--- config.mk ---
export PLATFORM = sky130hd
export DESIGN_NAME = dsc_regs
export DESIGN_NICKNAME = d
export VERILOG_FILES = /design/src/dsc_pkg.sv /design/src/dsc_cal_store.sv /design/src/dsc_regs.sv
export SDC_FILE = /design/constraint.sdc
export NUM_CORES = 1
export LEC_CHECK = 0
export ABC_CLOCK_PERIOD_IN_PS = 3600
export BUFFER_PORTS_ARGS = -buffer_cell sky130_fd_sc_hd__buf_2
export CORE_MARGIN = 10
export CORE_UTILIZATION = 35
export DETAILED_ROUTE_END_ITERATION = 10
export PLACE_DENSITY = 0.61
export SYNTH_ARGS = -nofsm -noshare
export SYNTH_HDL_FRONTEND = slang
export SYNTH_HIERARCHICAL = 1
export SYNTH_SLANG_ARGS = --single-unit
--- constraint.sdc ---
create_clock -name ref_clk -period 3.6 [get_ports ref_clk]
set_clock_uncertainty 0.15 [all_clocks]
set_input_delay 0 -clock ref_clk [delete_from_list [all_inputs] [get_ports ref_clk]]
set_output_delay 0 -clock ref_clk [all_outputs]
set_load 0.03 [all_outputs]
--- src/dsc_pkg.sv ---
// Constants, register map and types of the digitizer status, calibration and mode register bank.
// Assumes an APB slave with 32-bit data; every register index is printed as a plain number.
//
// Behaviour
// - A channel overrange, even one sample, sets its sticky flag for the acquisition.
// - One independent overrange flag per channel, bit 0 and bit 1.
// - Overrange status word is read-only at index 20900.
// - Writing index 50020 starts offset autocal; value 0 means all ranges.
// - Autocal results change only working values, never storage, until stored.
// - Writing index 50000 recalls a set; reading returns the last recalled set.
// - The default set is recalled automatically after reset, before any user recall.
// - Writing index 50010 stores working values; reading returns the last stored set.
// - Set value 0 selects the default set, the only set without user sets.
// - Default set is store-protected when user sets exist, else writable.
// - Mode writes with zero or several bits set are rejected with an error.
// - Mode register at index 9500 is read/write and returns the current mode.
// - Index 9501 returns a read-only map of supported modes, same encoding.
// - On-board modes: 1h single shot, 2h segmented, 8h dual rate.
// - Streaming modes: 10h single shot, 20h segmented, 80h dual rate.
// - Streaming modes use all on-board memory as a FIFO toward the host.
// - Segmented capture gives every segment the same programmed length.
// - Dual rate stores trigger segments at full rate, sampling slowly between.
// - On-board modes run at full rate; streaming limited by host transfer rate.

package dsc_pkg;

    ////////////////////////////////////////////////////////////////////////////////
    // Register indices as printed; byte address is four times the index.
    localparam logic [31:0] DSC_IDX_MODE       = 32'h0000_251c;
    localparam logic [31:0] DSC_IDX_MODE_MAP   = 32'h0000_251d;
    localparam logic [31:0] DSC_IDX_OVR        = 32'h0000_51a4;
    localparam logic [31:0] DSC_IDX_RECALL     = 32'h0000_c350;
    localparam logic [31:0] DSC_IDX_STORE      = 32'h0000_c35a;
    localparam logic [31:0] DSC_IDX_AUTOCAL    = 32'h0000_c364;
    localparam logic [31:0] DSC_IDX_CTRL       = 32'h0000_c370;
    localparam logic [31:0] DSC_IDX_STATUS     = 32'h0000_c371;
    localparam int          DSC_ADDR_W         = 18;

    ////////////////////////////////////////////////////////////////////////////////
    // Mode encodings.
    localparam logic [7:0] DSC_MODE_ONB_SINGLE = 8'h01;
    localparam logic [7:0] DSC_MODE_ONB_SEG    = 8'h02;
    localparam logic [7:0] DSC_MODE_ONB_DUAL   = 8'h08;
    localparam logic [7:0] DSC_MODE_STR_SINGLE = 8'h10;
    localparam logic [7:0] DSC_MODE_STR_SEG    = 8'h20;
    localparam logic [7:0] DSC_MODE_STR_DUAL   = 8'h80;
    localparam logic [7:0] DSC_MODE_STREAM_MSK = 8'hf0;
    localparam logic [7:0] DSC_MODE_DUAL_MSK   = 8'h88;
    localparam logic [7:0] DSC_MODE_SEG_MSK    = 8'h22;
    localparam logic [7:0] DSC_MODE_RESET      = 8'h01;
    localparam logic [7:0] DSC_MODE_MAP        = 8'hbb;

    ////////////////////////////////////////////////////////////////////////////////
    // Calibration set values and control/status fields.
    localparam logic [7:0]  DSC_SET_FACTORY    = 8'h00;
    localparam logic [31:0] DSC_ALL_RANGES     = 32'h0000_0000;
    localparam int          DSC_CTRL_RUN       = 0;
    localparam int          DSC_ST_BUSY        = 0;
    localparam int          DSC_ST_MODE_ERR    = 1;
    localparam int          DSC_ST_STORE_ERR   = 2;
    localparam int          DSC_ST_RUN         = 3;
    localparam int          DSC_ST_STREAM      = 4;
    localparam int          DSC_ST_ALLRNG      = 5;
    localparam int          DSC_CAL_W          = 16;
    localparam logic [15:0] DSC_CAL_RESET      = 16'h0000;

    typedef enum logic [2:0] {
        DSC_IDLE    = 3'b000,
        DSC_BOOT    = 3'b001,
        DSC_RECALL  = 3'b010,
        DSC_STORE   = 3'b011,
        DSC_AUTOCAL = 3'b100
    } dsc_state_t;

endpackage : dsc_pkg

--- src/dsc_cal_store.sv ---
// Nonvolatile calibration storage model: one word per set, one access per cycle.
// Assumes the caller never asks for a read and a write in the same cycle.
`timescale 1ns/1ps

module dsc_cal_store #(
    parameter int SETS  = 4,
    parameter int CAL_W = 16
) (
    input  wire logic                     ref_clk,
    input  wire logic                     rst_b,
    input  wire logic                     wr_en,
    input  wire logic                     rd_en,
    input  wire logic [$clog2(SETS)-1:0]  set_idx,
    input  wire logic [CAL_W-1:0]         wr_data,
    output logic      [CAL_W-1:0]         rd_data,
    output logic                          done
);
    import dsc_pkg::*;

    initial begin
        if (SETS < 2) $error("dsc_cal_store needs at least two sets.");
    end

    logic [CAL_W-1:0] mem_q [SETS];

    // Factory contents are reproduced at reset, standing in for preloaded storage.
    always_ff @(posedge ref_clk or negedge rst_b) begin
        if (!rst_b) begin
            for (int i = 0; i < SETS; i++) begin
                mem_q[i] <= '0;
            end
        end else if (wr_en) begin
            mem_q[set_idx] <= wr_data;
        end
    end

    always_ff @(posedge ref_clk or negedge rst_b) begin
        if (!rst_b) begin
            rd_data <= '0;
            done    <= 1'b0;
        end else begin
            done <= wr_en | rd_en;
            if (rd_en) begin
                rd_data <= mem_q[set_idx];
            end
        end
    end

endmodule // dsc_cal_store

--- src/dsc_regs.sv ---
// Register bank: overrange status, calibration recall/store/autocal, operating mode.
// Assumes an APB master on ref_clk and synchronous overrange and acquisition inputs.
//
// The APB register port was decided locally.
`timescale 1ns/1ps

module dsc_regs #(
    parameter int USER_SETS    = 3,
    parameter int AUTOCAL_CYC  = 16
) (
    input  wire logic                          ref_clk,
    input  wire logic                          rst_b,
    input  wire logic                          psel,
    input  wire logic                          penable,
    input  wire logic                          pwrite,
    input  wire logic [dsc_pkg::DSC_ADDR_W-1:0] paddr,
    input  wire logic [31:0]                   pwdata,
    output logic      [31:0]                   prdata,
    output logic                               pready,
    output logic                               pslverr,
    input  wire logic [1:0]                    ovr_in,
    input  wire logic                          acq_start,
    output logic      [7:0]                    mode_q,
    output logic                               stream_en_q,
    output logic                               dual_rate_en_q,
    output logic                               seg_fixed_len_q,
    output logic      [dsc_pkg::DSC_CAL_W-1:0] cal_work_q
);
    import dsc_pkg::*;

    localparam int SETS  = USER_SETS + 1;
    localparam int SET_W = $clog2(SETS);

    initial begin
        if (USER_SETS < 1 && SETS < 2) $error("dsc_regs: USER_SETS must be at least 1 here.");
        if (AUTOCAL_CYC < 1) $error("dsc_regs: AUTOCAL_CYC must be at least 1.");
    end

    function automatic logic [DSC_ADDR_W-1:0] byte_addr(input logic [31:0] idx);
        byte_addr = DSC_ADDR_W'(idx << 2);
    endfunction

    function automatic logic one_hot_ok(input logic [31:0] v);
        one_hot_ok = (v[31:8] == 24'h0000_00) && ($countones(v[7:0]) == 1)
                     && ((v[7:0] & ~DSC_MODE_MAP) == 8'h00);
    endfunction

    ////////////////////////////////////////////////////////////////////////////////
    // APB decode. Every access completes in its second access cycle, after one wait state.
    logic       acc;
    logic       wr;
    logic       rd;
    logic       hit_mode, hit_map, hit_ovr, hit_rcl, hit_sto, hit_acl, hit_ctl, hit_st;
    logic       busy;
    logic       mapped;
    logic       wr_err;

    assign acc      = psel & penable & ~pready;
    assign hit_mode = paddr == byte_addr(DSC_IDX_MODE);
    assign hit_map  = paddr == byte_addr(DSC_IDX_MODE_MAP);
    assign hit_ovr  = paddr == byte_addr(DSC_IDX_OVR);
    assign hit_rcl  = paddr == byte_addr(DSC_IDX_RECALL);
    assign hit_sto  = paddr == byte_addr(DSC_IDX_STORE);
    assign hit_acl  = paddr == byte_addr(DSC_IDX_AUTOCAL);
    assign hit_ctl  = paddr == byte_addr(DSC_IDX_CTRL);
    assign hit_st   = paddr == byte_addr(DSC_IDX_STATUS);
    assign mapped   = hit_mode | hit_map | hit_ovr | hit_rcl | hit_sto | hit_acl | hit_ctl | hit_st;

    // Writes to read-only words, bad modes and calibration commands while busy are errors.
    assign wr_err = ~mapped | hit_map | hit_ovr | hit_st
                  | (hit_mode & ~one_hot_ok(pwdata))
                  | ((hit_rcl | hit_sto | hit_acl) & busy)
                  | ((hit_rcl | hit_sto) & (pwdata >= 32'(SETS)))
                  | (hit_sto & pwdata[7:0] == DSC_SET_FACTORY & USER_SETS > 0);
    assign wr = acc & pwrite & ~wr_err;
    assign rd = acc & ~pwrite;

    ////////////////////////////////////////////////////////////////////////////////
    // Acquisition run flag and sticky overrange flags.
    logic       run_q;
    logic [1:0] ovr_q;

    always_ff @(posedge ref_clk or negedge rst_b) begin
        if (!rst_b) begin
            run_q <= 1'b0;
        end else if (acq_start) begin
            run_q <= 1'b1;
        end else if (wr & hit_ctl) begin
            run_q <= pwdata[DSC_CTRL_RUN];
        end
    end

    // Each channel's flag is set by its own input only; a start reloads both from the inputs.
    always_ff @(posedge ref_clk or negedge rst_b) begin
        if (!rst_b) begin
            ovr_q <= 2'b00;
        end else begin
            for (int c = 0; c < 2; c++) begin
                if (acq_start) begin
                    ovr_q[c] <= ovr_in[c];
                end else if (ovr_in[c]) begin
                    ovr_q[c] <= 1'b1;
                end
            end
        end
    end

    ////////////////////////////////////////////////////////////////////////////////
    // Operating mode and the mode-derived datapath controls.
    always_ff @(posedge ref_clk or negedge rst_b) begin
        if (!rst_b) begin
            mode_q          <= DSC_MODE_RESET;
            stream_en_q     <= 1'b0;
            dual_rate_en_q  <= 1'b0;
            seg_fixed_len_q <= 1'b0;
        end else if (wr & hit_mode) begin
            mode_q          <= pwdata[7:0];
            stream_en_q     <= |(pwdata[7:0] & DSC_MODE_STREAM_MSK);
            dual_rate_en_q  <= |(pwdata[7:0] & DSC_MODE_DUAL_MSK);
            seg_fixed_len_q <= |(pwdata[7:0] & DSC_MODE_SEG_MSK);
        end
    end

    logic mode_err_q;
    logic store_err_q;

    // A rejected mode or store write sets its error flag; a good write of the same kind clears it.
    always_ff @(posedge ref_clk or negedge rst_b) begin
        if (!rst_b) begin
            mode_err_q  <= 1'b0;
            store_err_q <= 1'b0;
        end else begin
            if (acc & pwrite & hit_mode) begin
                mode_err_q <= wr_err;
            end
            if (acc & pwrite & hit_sto) begin
                store_err_q <= wr_err;
            end
        end
    end

    ////////////////////////////////////////////////////////////////////////////////
    // Calibration sequencer.
    dsc_state_t       state_q;
    logic [SET_W-1:0] set_q;
    logic [7:0]       last_recall_q;
    logic [7:0]       last_store_q;
    logic             all_rng_q;
    logic [15:0]      acl_cnt_q;
    logic             st_wr, st_rd, st_done;
    logic [DSC_CAL_W-1:0] st_rdata;

    assign busy  = state_q != DSC_IDLE;
    assign st_rd = (state_q == DSC_BOOT || state_q == DSC_RECALL) & ~st_done;
    assign st_wr = (state_q == DSC_STORE) & ~st_done;

    always_ff @(posedge ref_clk or negedge rst_b) begin
        if (!rst_b) begin
            state_q <= DSC_BOOT;
            set_q   <= '0;
        end else begin
            case (state_q)
                DSC_IDLE: begin
                    if (wr & hit_rcl) begin
                        state_q <= DSC_RECALL;
                        set_q   <= pwdata[SET_W-1:0];
                    end else if (wr & hit_sto) begin
                        state_q <= DSC_STORE;
                        set_q   <= pwdata[SET_W-1:0];
                    end else if (wr & hit_acl) begin
                        state_q <= DSC_AUTOCAL;
                    end
                end
                DSC_BOOT, DSC_RECALL, DSC_STORE: begin
                    if (st_done) begin
                        state_q <= DSC_IDLE;
                    end
                end
                DSC_AUTOCAL: begin
                    if (acl_cnt_q == 16'(AUTOCAL_CYC - 1)) begin
                        state_q <= DSC_IDLE;
                    end
                end
                default: state_q <= DSC_IDLE;
            endcase
        end
    end

    always_ff @(posedge ref_clk or negedge rst_b) begin
        if (!rst_b) begin
            acl_cnt_q <= 16'h0000;
            all_rng_q <= 1'b0;
        end else if (state_q == DSC_AUTOCAL) begin
            acl_cnt_q <= acl_cnt_q + 16'h0001;
        end else begin
            acl_cnt_q <= 16'h0000;
            if (wr & hit_acl & ~busy) begin
                all_rng_q <= pwdata == DSC_ALL_RANGES;
            end
        end
    end

    // Autocal only nudges the working word; storage is untouched until a store.
    always_ff @(posedge ref_clk or negedge rst_b) begin
        if (!rst_b) begin
            cal_work_q <= DSC_CAL_RESET;
        end else if ((state_q == DSC_BOOT || state_q == DSC_RECALL) && st_done) begin
            cal_work_q <= st_rdata;
        end else if (state_q == DSC_AUTOCAL && acl_cnt_q == 16'(AUTOCAL_CYC - 1)) begin
            cal_work_q <= cal_work_q + (all_rng_q ? DSC_CAL_W'(2) : DSC_CAL_W'(1));
        end
    end

    always_ff @(posedge ref_clk or negedge rst_b) begin
        if (!rst_b) begin
            last_recall_q <= DSC_SET_FACTORY;
            last_store_q  <= DSC_SET_FACTORY;
        end else if (st_done) begin
            if (state_q == DSC_STORE) begin
                last_store_q <= 8'(set_q);
            end else begin
                last_recall_q <= 8'(set_q);
            end
        end
    end

    dsc_cal_store #(
        .SETS  (SETS),
        .CAL_W (DSC_CAL_W)
    ) u_store (
        .ref_clk (ref_clk),
        .rst_b   (rst_b),
        .wr_en   (st_wr),
        .rd_en   (st_rd),
        .set_idx (set_q),
        .wr_data (cal_work_q),
        .rd_data (st_rdata),
        .done    (st_done)
    );

    ////////////////////////////////////////////////////////////////////////////////
    // Read mux and APB response.
    logic [31:0] rdata_d;
    logic [31:0] status_w;

    assign status_w = {26'h000_0000, all_rng_q, stream_en_q, run_q, store_err_q, mode_err_q, busy};

    always_comb begin
        rdata_d = 32'h0000_0000;
        case (1'b1)
            hit_mode: rdata_d = {24'h00_0000, mode_q};
            hit_map:  rdata_d = {24'h00_0000, DSC_MODE_MAP};
            hit_ovr:  rdata_d = {30'h0000_0000, ovr_q};
            hit_rcl:  rdata_d = {24'h00_0000, last_recall_q};
            hit_sto:  rdata_d = {24'h00_0000, last_store_q};
            hit_ctl:  rdata_d = {31'h0000_0000, run_q};
            hit_st:   rdata_d = status_w;
            default:  rdata_d = 32'h0000_0000;
        endcase
    end

    always_ff @(posedge ref_clk or negedge rst_b) begin
        if (!rst_b) begin
            pready  <= 1'b0;
            pslverr <= 1'b0;
            prdata  <= 32'h0000_0000;
        end else begin
            pready  <= acc;
            pslverr <= acc & ((pwrite & wr_err) | (~pwrite & (~mapped | hit_acl)));
            if (rd) begin
                prdata <= rdata_d;
            end
        end
    end

endmodule // dsc_regs

Yosys cells after proc, flatten, opt, wreduce, memory -nomap -nowiden
Index checks and enable logic that the tools add are counted.
Storage, ports and cells
  register bits: 173
  input bits: 58
  output and inout bits: 61
  logic and storage cells: 162
Operators by class
  add/subtract/negate cells: 9
  order comparisons: 3
  eq/ne operators: 17
  muxes and demuxes: 31
  bitwise gates (word level): 51
  reductions and logical operators: 26
Operators with widths (number)
  $mux W16: 6
  $eq A18 B18 Y1 const B: 5
  $bwmux W64: 1
  $eq A18 B16 Y1 const B: 2
  $bmux W16 S2: 1
  $demux W16 S2: 1
  $ge A32 B3 Y1 const B: 1
  $logic_not A32 Y1: 1
  $mux W6: 5
  $logic_not A24 Y1: 1
  $and A1 B1 Y1: 22
  $or A1 B1 Y1: 19
  $eq A18 B17 Y1 const B: 1
  $add A16 B1 Y16 const B: 1
  $add A16 B2 Y16: 1
  $eq A16 B4 Y1 const B: 1
  $logic_not A8 Y1: 2
  $mux W8: 2
  $mux W3: 5
  $reduce_bool A2 Y1: 5
  $not A1 Y1: 9
  $pmux W3 S3: 1
  $add A1 B1 Y2: 4
  $reduce_and A2 Y1: 4
  22 further kinds: 36

Longest topological paths before layout
Gate-level depths: netlist (run 1).
  word-level depth: 23
  depth in mapped cells: 15
  mapped depth without buffers: 14

Cells and area by module
Netlist (run 1), hierarchy kept.
Modules (own cells, without submodules)
  dsc_regs: instances 1, cells each 447, area an instance 4265.3 sq um
  dsc_cal_store: instances 1, cells each 241, area an instance 3508.4 sq um

Worst setup path before layout (run 1)
Ideal clock, no wire load.
  path kind: input port to flip-flop
  from: input port pwdata[0]
  to: register mode_q[1]
  library setup time: 125 ps
  arrival time: 3423 ps
  path slack: -98 ps
  stages: 15
  cells stage by stage: inv_1 -> fa_1 -> fa_1 -> fa_1 -> inv_1 -> ha_1 -> inv_1 -> fa_1 -> a211oi_1 -> mux2i_1 -> o211ai_1 -> nand4_1 -> nor3_2 -> buf_6 -> mux2_4
On the way
  word-level cells in the longest chain between the ends: 15
  elaborated cells on any way between the ends: 19
  classes of those cells: 3 x add/sub; 1 x order compare; 1 x eq/ne; 11 x bitwise; 3 x reduce/logical
Ends and longest elaborated chain
  start: declaration: line dsc_regs.sv:17  | input wire logic [31:0] pwdata,
  $add A1 B1 Y2 (not written as such): line dsc_regs.sv:44  | one_hot_ok = (v[31:8] == 24'h0000_00) && ($countones(v[7:0]) == 1)
  $add A2 B2 Y3 (not written as such): line dsc_regs.sv:44
  $add A3 B3 Y4 (not written as such): line dsc_regs.sv:44
  $eq A4 B1 Y1: line dsc_regs.sv:44
  $logic_and A1 B1 Y1: line dsc_regs.sv:44
  $logic_and A1 B1 Y1: line dsc_regs.sv:45  | && ((v[7:0] & ~DSC_MODE_MAP) == 8'h00);
  $not A1 Y1: line dsc_regs.sv:71  | | (hit_mode & ~one_hot_ok(pwdata))
  $and A1 B1 Y1: line dsc_regs.sv:71
  $or A1 B1 Y1: line dsc_regs.sv:71
  $or A1 B1 Y1: line dsc_regs.sv:72  | | ((hit_rcl | hit_sto | hit_acl) & busy)
  $or A1 B1 Y1: line dsc_regs.sv:73  | | ((hit_rcl | hit_sto) & (pwdata >= 32'(SETS)))
  $or A1 B1 Y1 *: line dsc_regs.sv:74  | | (hit_sto & pwdata[7:0] == DSC_SET_FACTORY & USER_SETS > 0);
  $not A1 Y1 *: line dsc_regs.sv:75  | assign wr = acc & pwrite & ~wr_err;
  $and A1 B1 Y1 *: line dsc_regs.sv:75
  $and A1 B1 Y1 *: line dsc_regs.sv:116  | end else if (wr & hit_mode) begin
  end signal: assignment: line dsc_regs.sv:117  | mode_q <= pwdata[7:0];
  end: declaration: line dsc_regs.sv:23  | output logic [7:0] mode_q,
Mark *: on every way between the ends. The rest lies on a longest branch, timed or not.
A chain may end at the register's enable or synchronous reset.

Worst setup path in the final report (run 1)
  from: input port pwdata[3]
  to: register pslverr
On the way
  word-level cells in the longest chain between the ends: 15
  elaborated cells on any way between the ends: 19
  classes of those cells: 3 x add/sub; 1 x order compare; 1 x eq/ne; 11 x bitwise; 3 x reduce/logical
Ends and longest elaborated chain
  $add A1 B1 Y2 (not written as such): line dsc_regs.sv:44
  $add A2 B2 Y3 (not written as such): line dsc_regs.sv:44
  $add A3 B3 Y4 (not written as such): line dsc_regs.sv:44
  $eq A4 B1 Y1: line dsc_regs.sv:44
  $logic_and A1 B1 Y1: line dsc_regs.sv:44
  $logic_and A1 B1 Y1: line dsc_regs.sv:45
  $not A1 Y1: line dsc_regs.sv:71
  $and A1 B1 Y1: line dsc_regs.sv:71
  $or A1 B1 Y1: line dsc_regs.sv:71
  $or A1 B1 Y1: line dsc_regs.sv:72
  $or A1 B1 Y1: line dsc_regs.sv:73
  $or A1 B1 Y1 *: line dsc_regs.sv:74
  $and A1 B1 Y1 *: line dsc_regs.sv:269  | pslverr <= acc & ((pwrite & wr_err) | (~pwrite & (~mapped | hit_acl)));
  $or A1 B1 Y1 *: line dsc_regs.sv:269
  $and A1 B1 Y1 *: line dsc_regs.sv:269
  end signal: assignment: line dsc_regs.sv:269
  end: declaration: line dsc_regs.sv:20  | output logic pslverr,
Marked as above.

==> results.yml, run 1 <==
placed_design:
  dp_slack_ps: -357
  dp_hpwl_um: 12900
  dp_cells: 1049
  port-buffer-count: 94
  place_congestion: 0.804
flow_run:
  max_cap_violations: 0
floorplanning:
  die_x_um: 169
  core_area_um2: 21800
  initial_core_util_pct: 35.6
  die_area_um2: 28600
  die_height_um: 169
  io_pins: 119
  num_rows: 54
yosys:
  async_flop_share_pct: 100
  post_synth_num_cell_types: 75
  synth_area_um2: 7770
  synth_top_area_share_pct: 47.3
  ys_seq_elements: 149
  yosysWarnings: 6
  synth_most_common_cell: "dfrtp_1"
  synth_seq_area_share_pct: 48.0
  syn_area_per_cell_um2: 11.3
  synthCells: 688
  netlist_top_cells_count: "dfrtp_1, mux2_2, nor2_1"
  synth_ff_type: "dfrtp_1"
  synth-edff-count: 0
  netlist_top_cells_area: "dfrtp_1, mux2_2, nor2_1"
  synth_area_leader_cell: "dfrtp_1"
hold_path:
  min_path_type: "input pin to asynchronous set/reset pin"
clock_tree:
  cts_tree: "built"
  cts_root_buffer: "clkbuf_16"
  cts_buffers: 17
  cts.sinks: 149
  clock_latency_ps: 420
  clk_pin_slew_ps: 60
  cts_max_level: 4
  clockBufferDepth: 2
global_route:
  grt_pass1_wl_um: 30900
  grt_usage_pct: 13.2
  antenna_found_initial: 0
  grt_pass1_vias: 5699
  grt_max_degree: 80
  overflow: 0
timing:
  rsz0062_at_grt: "yes"
  period_share_pct: 100
  layout_setup_ws_ps: -14.4
  timing.final.crit_period_ps: 3610
  relSlewSlack_pct: 41.5
  fmax_ghz: 0.277
  hold_viol_final: 0
  worst_pin_slew_ps: 870
  slew_viol_final: 0
  finalSetupViolCount: 3
final_layout:
  syn_to_final_growth_pct: 22.5
  drive_gt1_share_pct: 32.1
  instances_no_fill: 1119
  fillers: 2062
  antenna_cells: 0
  nNetsFinal: 896
drt:
  avgRoutedWirePerCell_um: 17.0
  vias: 5711
  wl_um: 19000
  ant_nets: 0
  via_per_inst: 5.10
  firstDrtPassIters: 5
  drt_iter0_drc: 360
  drcViolationCount: 0
status:
  violations: "negative setup slack"
  status: "complete, but fails checks"
critical_path:
  crit_required_ps: 3740
  cp.arrival_ps: 3760
  crit_path_end_kind: "flop"
  crit_fanout: 3
  path_class: "input pin to flop"
  critPathLaunchType: "input pin"
power:
  pwr_density_cell_nw_per_um2: 388
  ir_drop_mv: 0.360
  p_leak_nw: 4.57
area by class of cell:
type                    count  area, um^2  area share [%]
clock buffers              18         439            4.61
repair buffers            151        1050            11.0
well taps                 280         350            3.68
inverters                  24        95.1           0.998
clock inverters            14         150            1.58
multi-input cells         483        3710            38.9
flip-flops and latches    149        3730            39.2
where the power goes:
part | internal (W) | switching, W | leakage (nW) | total [W]
Clock | 0.00105 | 0.000717 | 0.295 | 0.00176
Sequential | 0.00168 | 0.00000187 | 2.04 | 0.00168
Combinational | 0.0000982 | 0.000152 | 2.24 | 0.000250
Total | 0.00282 | 0.000870 | 4.57 | 0.00369
per-stage QoR:
| step | hold slack [ps] | setup TNS (ps) | utilization, % | power [W] | instance area, um^2 |
|---|---|---|---|---|---|
| 2_1_floorplan | -446 | 0 | - | 0.00184 | 7880 |
| 3_3_place_gp | -45.6 | -3700 | 38.8 | 0.00191 | 8470 |
| 3_5_place_dp | -46.7 | -5610 | 38.8 | 0.00191 | 8470 |
| 4_1_cts | 18.2 | 0 | 43.0 | 0.00371 | 9380 |
| 5_1_grt | 67.0 | -1710 | 43.6 | 0.00383 | 9520 |
| 6_report | 26.6 | -27.0 | 43.6 | 0.00369 | 9520 |
final timing paths:
| path | startpoint | end | slack, ps | depth (start not counted) |
|---|---|---|---|---|
| setup / recovery | pwdata[3] | pslverr | -10 | 16 |
| hold / removal | rst_b | u_store/mem_q[25] | 30 | 2 |
| setup reg to reg | state_q[0] | u_store/mem_q[5] | 1080 | 4 |
| hold reg to reg | acl_cnt_q[0] | acl_cnt_q[0] | 320 | 1 |
| max in group asynchronous | rst_b | mode_q[0] | 2370 | 3 |
| min in group ref_clk | paddr[2] | prdata[4] | 30 | 5 |
critical path, stage by stage:
cell,delay [ps]
buf_8,70
inv_4,30
fa_1,550
fa_1,440
fa_1,480
inv_2,90
ha_4,140
inv_2,40
fa_2,390
a211oi_2,210
mux2i_1,110
o211ai_1,240
buf_4,150
or4bb_4,480
o21ai_0,220
a21boi_0,110
placed cells by master, fill, tap and decap left out, types with 4 or more instances in the layout:
cell	count
nand4_1	12
dlygate4sd3_1	31
conb_1	24
inv_6	4
and4_1	5
clkbuf_16	17
ha_1	6
o21ai_0	11
mux2i_1	24
xor2_1	23
xnor2_1	7
nand4b_1	4
nand3_1	18
o21a_1	15
clkinv_2	4
nor2b_1	19
buf_6	8
fa_1	4
nor3_1	13
nand2_1	30
o31ai_1	4
mux2_4	8
clkinv_4	4
nor4_1	12
buf_4	20
mux2_2	70
buf_2	88
inv_1	18
inv_2	4
a21oi_1	22
a221oi_1	12
and3_1	5
dfrtp_1	147
nor2_1	67
routing by layer:
| metal | global-route usage [%] | routed length [um] |
|---|---|---|
| met4 | 3.56 | 175 |
| met2 | 21.4 | 9330 |
| met1 | 17.4 | 8560 |
| met3 | 2.87 | 929 |
| met5 | 0 | 0 |
registers in the layout, indices dropped and copies added (netlist names):
register,flops
u_store/mem_q,64
acl_cnt_q,16
cal_work_q,16
u_store/rd_data,16
mode_q,8
prdata,8
state_q,3
last_recall_q,2
last_store_q,2
ovr_q,2
set_q,2
all_rng_q,1
dual_rate_en_q,1
mode_err_q,1
pready,1
pslverr,1
run_q,1
seg_fixed_len_q,1
store_err_q,1
stream_en_q,1
u_store/done,1
repair_timing:
item                                   CTS  global route
endpoints found under the hold margin  100             1
setup endpoints to repair                0            19
hold buffers                            32             1
setup buffers                            0             6
resized for setup                        0            31
cells by family (layout without fill, tap and decap cells):
| family | Yosys count | count (layout) | share of synthesized area [%] |
|---|---|---|---|
| AOI/OAI and AO/OA | 90 | 90 | 8.37 |
| xor gates and xnor gates | 30 | 30 | 3.38 |
| adders and majority gates | 12 | 12 | 2.41 |
| buffers and inverters | 79 | 207 | 6.29 |
| DFF | 149 | 149 | 48.0 |
| muxes | 104 | 104 | 15.2 |
| other | 1 | 24 | 0.0482 |
| and+or+nand+nor | 223 | 223 | 16.3 |
(Power assumes the default switching activity.)
==> inputs of run 2 (changes only) <==
Settings changed: HOLD_SLACK_MARGIN set to 0.12.
==> run 2 against run 1 <==
Critical path depth unchanged. Die area unchanged. Worst hold slack improved by 110 ps. Critical endpoint is now mode_q[5]. First-iteration DRC count increased by 3.6%. Routed wire length increased by 1.3%. Core utilization increased by 0.41 points. Largest power group unchanged. Total power increased by 0.29%. The flow still finishes with violations (negative setup slack). Sequential power about the same. Combinational power increased by 4%.
==> results.yml, run 2 (synthesis gave the netlist of run 1 again) <==
global_route:
  overflow: 0
  grt.busiest_layer: "met2"
  use_met2_pct: 21.9
  grt_usage_pct: 13.4
  use_met1_pct: 17.5
  grt_max_degree: 79
  use_met3_pct: 2.99
  antenna_found_initial: 0
  grt_pass1_vias: 5817
  grt_pass1_wl_um: 31400
placed_design:
  place_congestion: 0.804
  port-buffer-count: 94
  dpl_cell_area_um2: 8470
  dp_hpwl_um: 12900
  dp_cells: 1049
floorplanning:
  die_area_um2: 28600
  core_area_um2: 21800
  num_rows: 54
  io_pins: 119
  die_x_um: 169
  initial_core_util_pct: 35.6
  die_height_um: 169
final_layout:
  instances_no_fill: 1126
  regMostFlops: "u_store/mem_q"
  final_util_pct: 44.0
  design_area_um2: 9610
  final_common_cell: "dfrtp_1"
  antenna_cells: 0
  final_cell_mix: "dfrtp_1, buf_2, mux2_2"
  largest_reg_flops: 64
  drive_gt1_share_pct: 31.7
  syn_to_final_growth_pct: 23.7
  nNetsFinal: 903
  fillers: 2062
timing:
  worst_pin_slew_ps: 896
  period_share_pct: 102
  timing.final.crit_period_ps: 3660
  rsz0062_at_grt: "yes"
  slew_viol_final: 0
  relSlewSlack_pct: 39.7
  finalSetupViolCount: 10
  hold_viol_final: 0
  hold_slack_ps: 136
  fmax_ghz: 0.273
  layout_setup_ws_ps: -62.5
clock_tree:
  clock_latency_ps: 410
  clk_pin_slew_ps: 70
  cts_root_buffer: "clkbuf_16"
  cts.sinks: 149
  cts_buffers: 17
  cts_tree: "built"
  clockBufferDepth: 2
  cts_max_level: 4
drt:
  wl_um: 19200
  via_per_inst: 5.09
  firstDrtPassIters: 4
  vias: 5729
  ant_nets: 0
  drt_iter0_drc: 373
  drcViolationCount: 0
  avgRoutedWirePerCell_um: 17.1
power:
  p_leak_nw: 4.61
  p_total_w: 0.00370
  pwr_density_cell_nw_per_um2: 385
  ir_drop_mv: 0.357
critical_path:
  cp.arrival_ps: 3820
  crit_path_end_kind: "flop"
  critPathLaunchType: "input pin"
  crit_required_ps: 3760
  crit_fanout: 5
  path_class: "input pin to flop"
status:
  violations: "negative setup slack"
  status: "complete, but fails checks"
hold_path:
  min_path_type: "input pin to flop"
flow_run:
  max_cap_violations: 0
-- run 2: final cells by class --
type | instances | area (um^2) | share of cell area [%]
flip-flops and latches | 149 | 3730 | 38.8
multi-input cells | 483 | 3700 | 38.5
repair buffers | 158 | 1140 | 11.9
clock buffers | 18 | 439 | 4.57
well taps | 280 | 350 | 3.64
clock inverters | 14 | 150 | 1.56
inverters | 24 | 95.1 | 0.989
-- run 2: what timing repair did --
item | 4_1_cts | 5_1_grt
setup buffers | 0 | 4
resized for setup | 0 | 31
endpoints found under the setup margin | 0 | 19
hold buffers | 41 | 1
endpoints found under the hold margin | 173 | 2
-- run 2: metrics by stage --
step	setup TNS, ps	setup WS [ps]
5_1_grt	-2690	-235
3_5_place_dp	-5610	-357
2_1_floorplan	0	14.8
4_1_cts	0	48.5
3_3_place_gp	-3700	-262
6_report	-367	-62.5
-- run 2: worst max-delay path, stage by stage --
cell      delay, ps
buf_8            70
inv_4            30
fa_1            550
fa_1            440
fa_1            490
inv_2            90
ha_4            140
inv_2            40
fa_2            390
a211oi_2        210
mux2i_1         100
o211ai_1        260
nand4_1         280
nor3_4          260
buf_6           170
mux2_4          290
-- run 2: final timing paths --
kind | from | endpoint | slack [ps] | cells after the start
max in group asynchronous | rst_b | mode_q[0] | 2350 | 4
worst max register to register | state_q[0] | u_store/mem_q[5] | 1090 | 4
worst min-delay path | paddr[7] | prdata[2] | 140 | 5
worst min register to register | acl_cnt_q[0] | acl_cnt_q[0] | 320 | 1
min in group asynchronous | rst_b | u_store/mem_q[25] | 600 | 4
worst max-delay path | pwdata[3] | mode_q[5] | -60 | 16
-- run 2: per-layer routing --
layer / part of all wire [%] / vias to the layer above
met2: 49 / 136
met4: 1.0 / 0
met1: 45 / 2866
li1: - / 2711
met3: 4.9 / 16
met5: 0 / -
-- run 2: where the power goes --
group	internal, W	switching (W)	total [W]
Sequential	0.00168	0.00000185	0.00168
Clock	0.00105	0.000717	0.00176
Combinational	0.000105	0.000154	0.000259
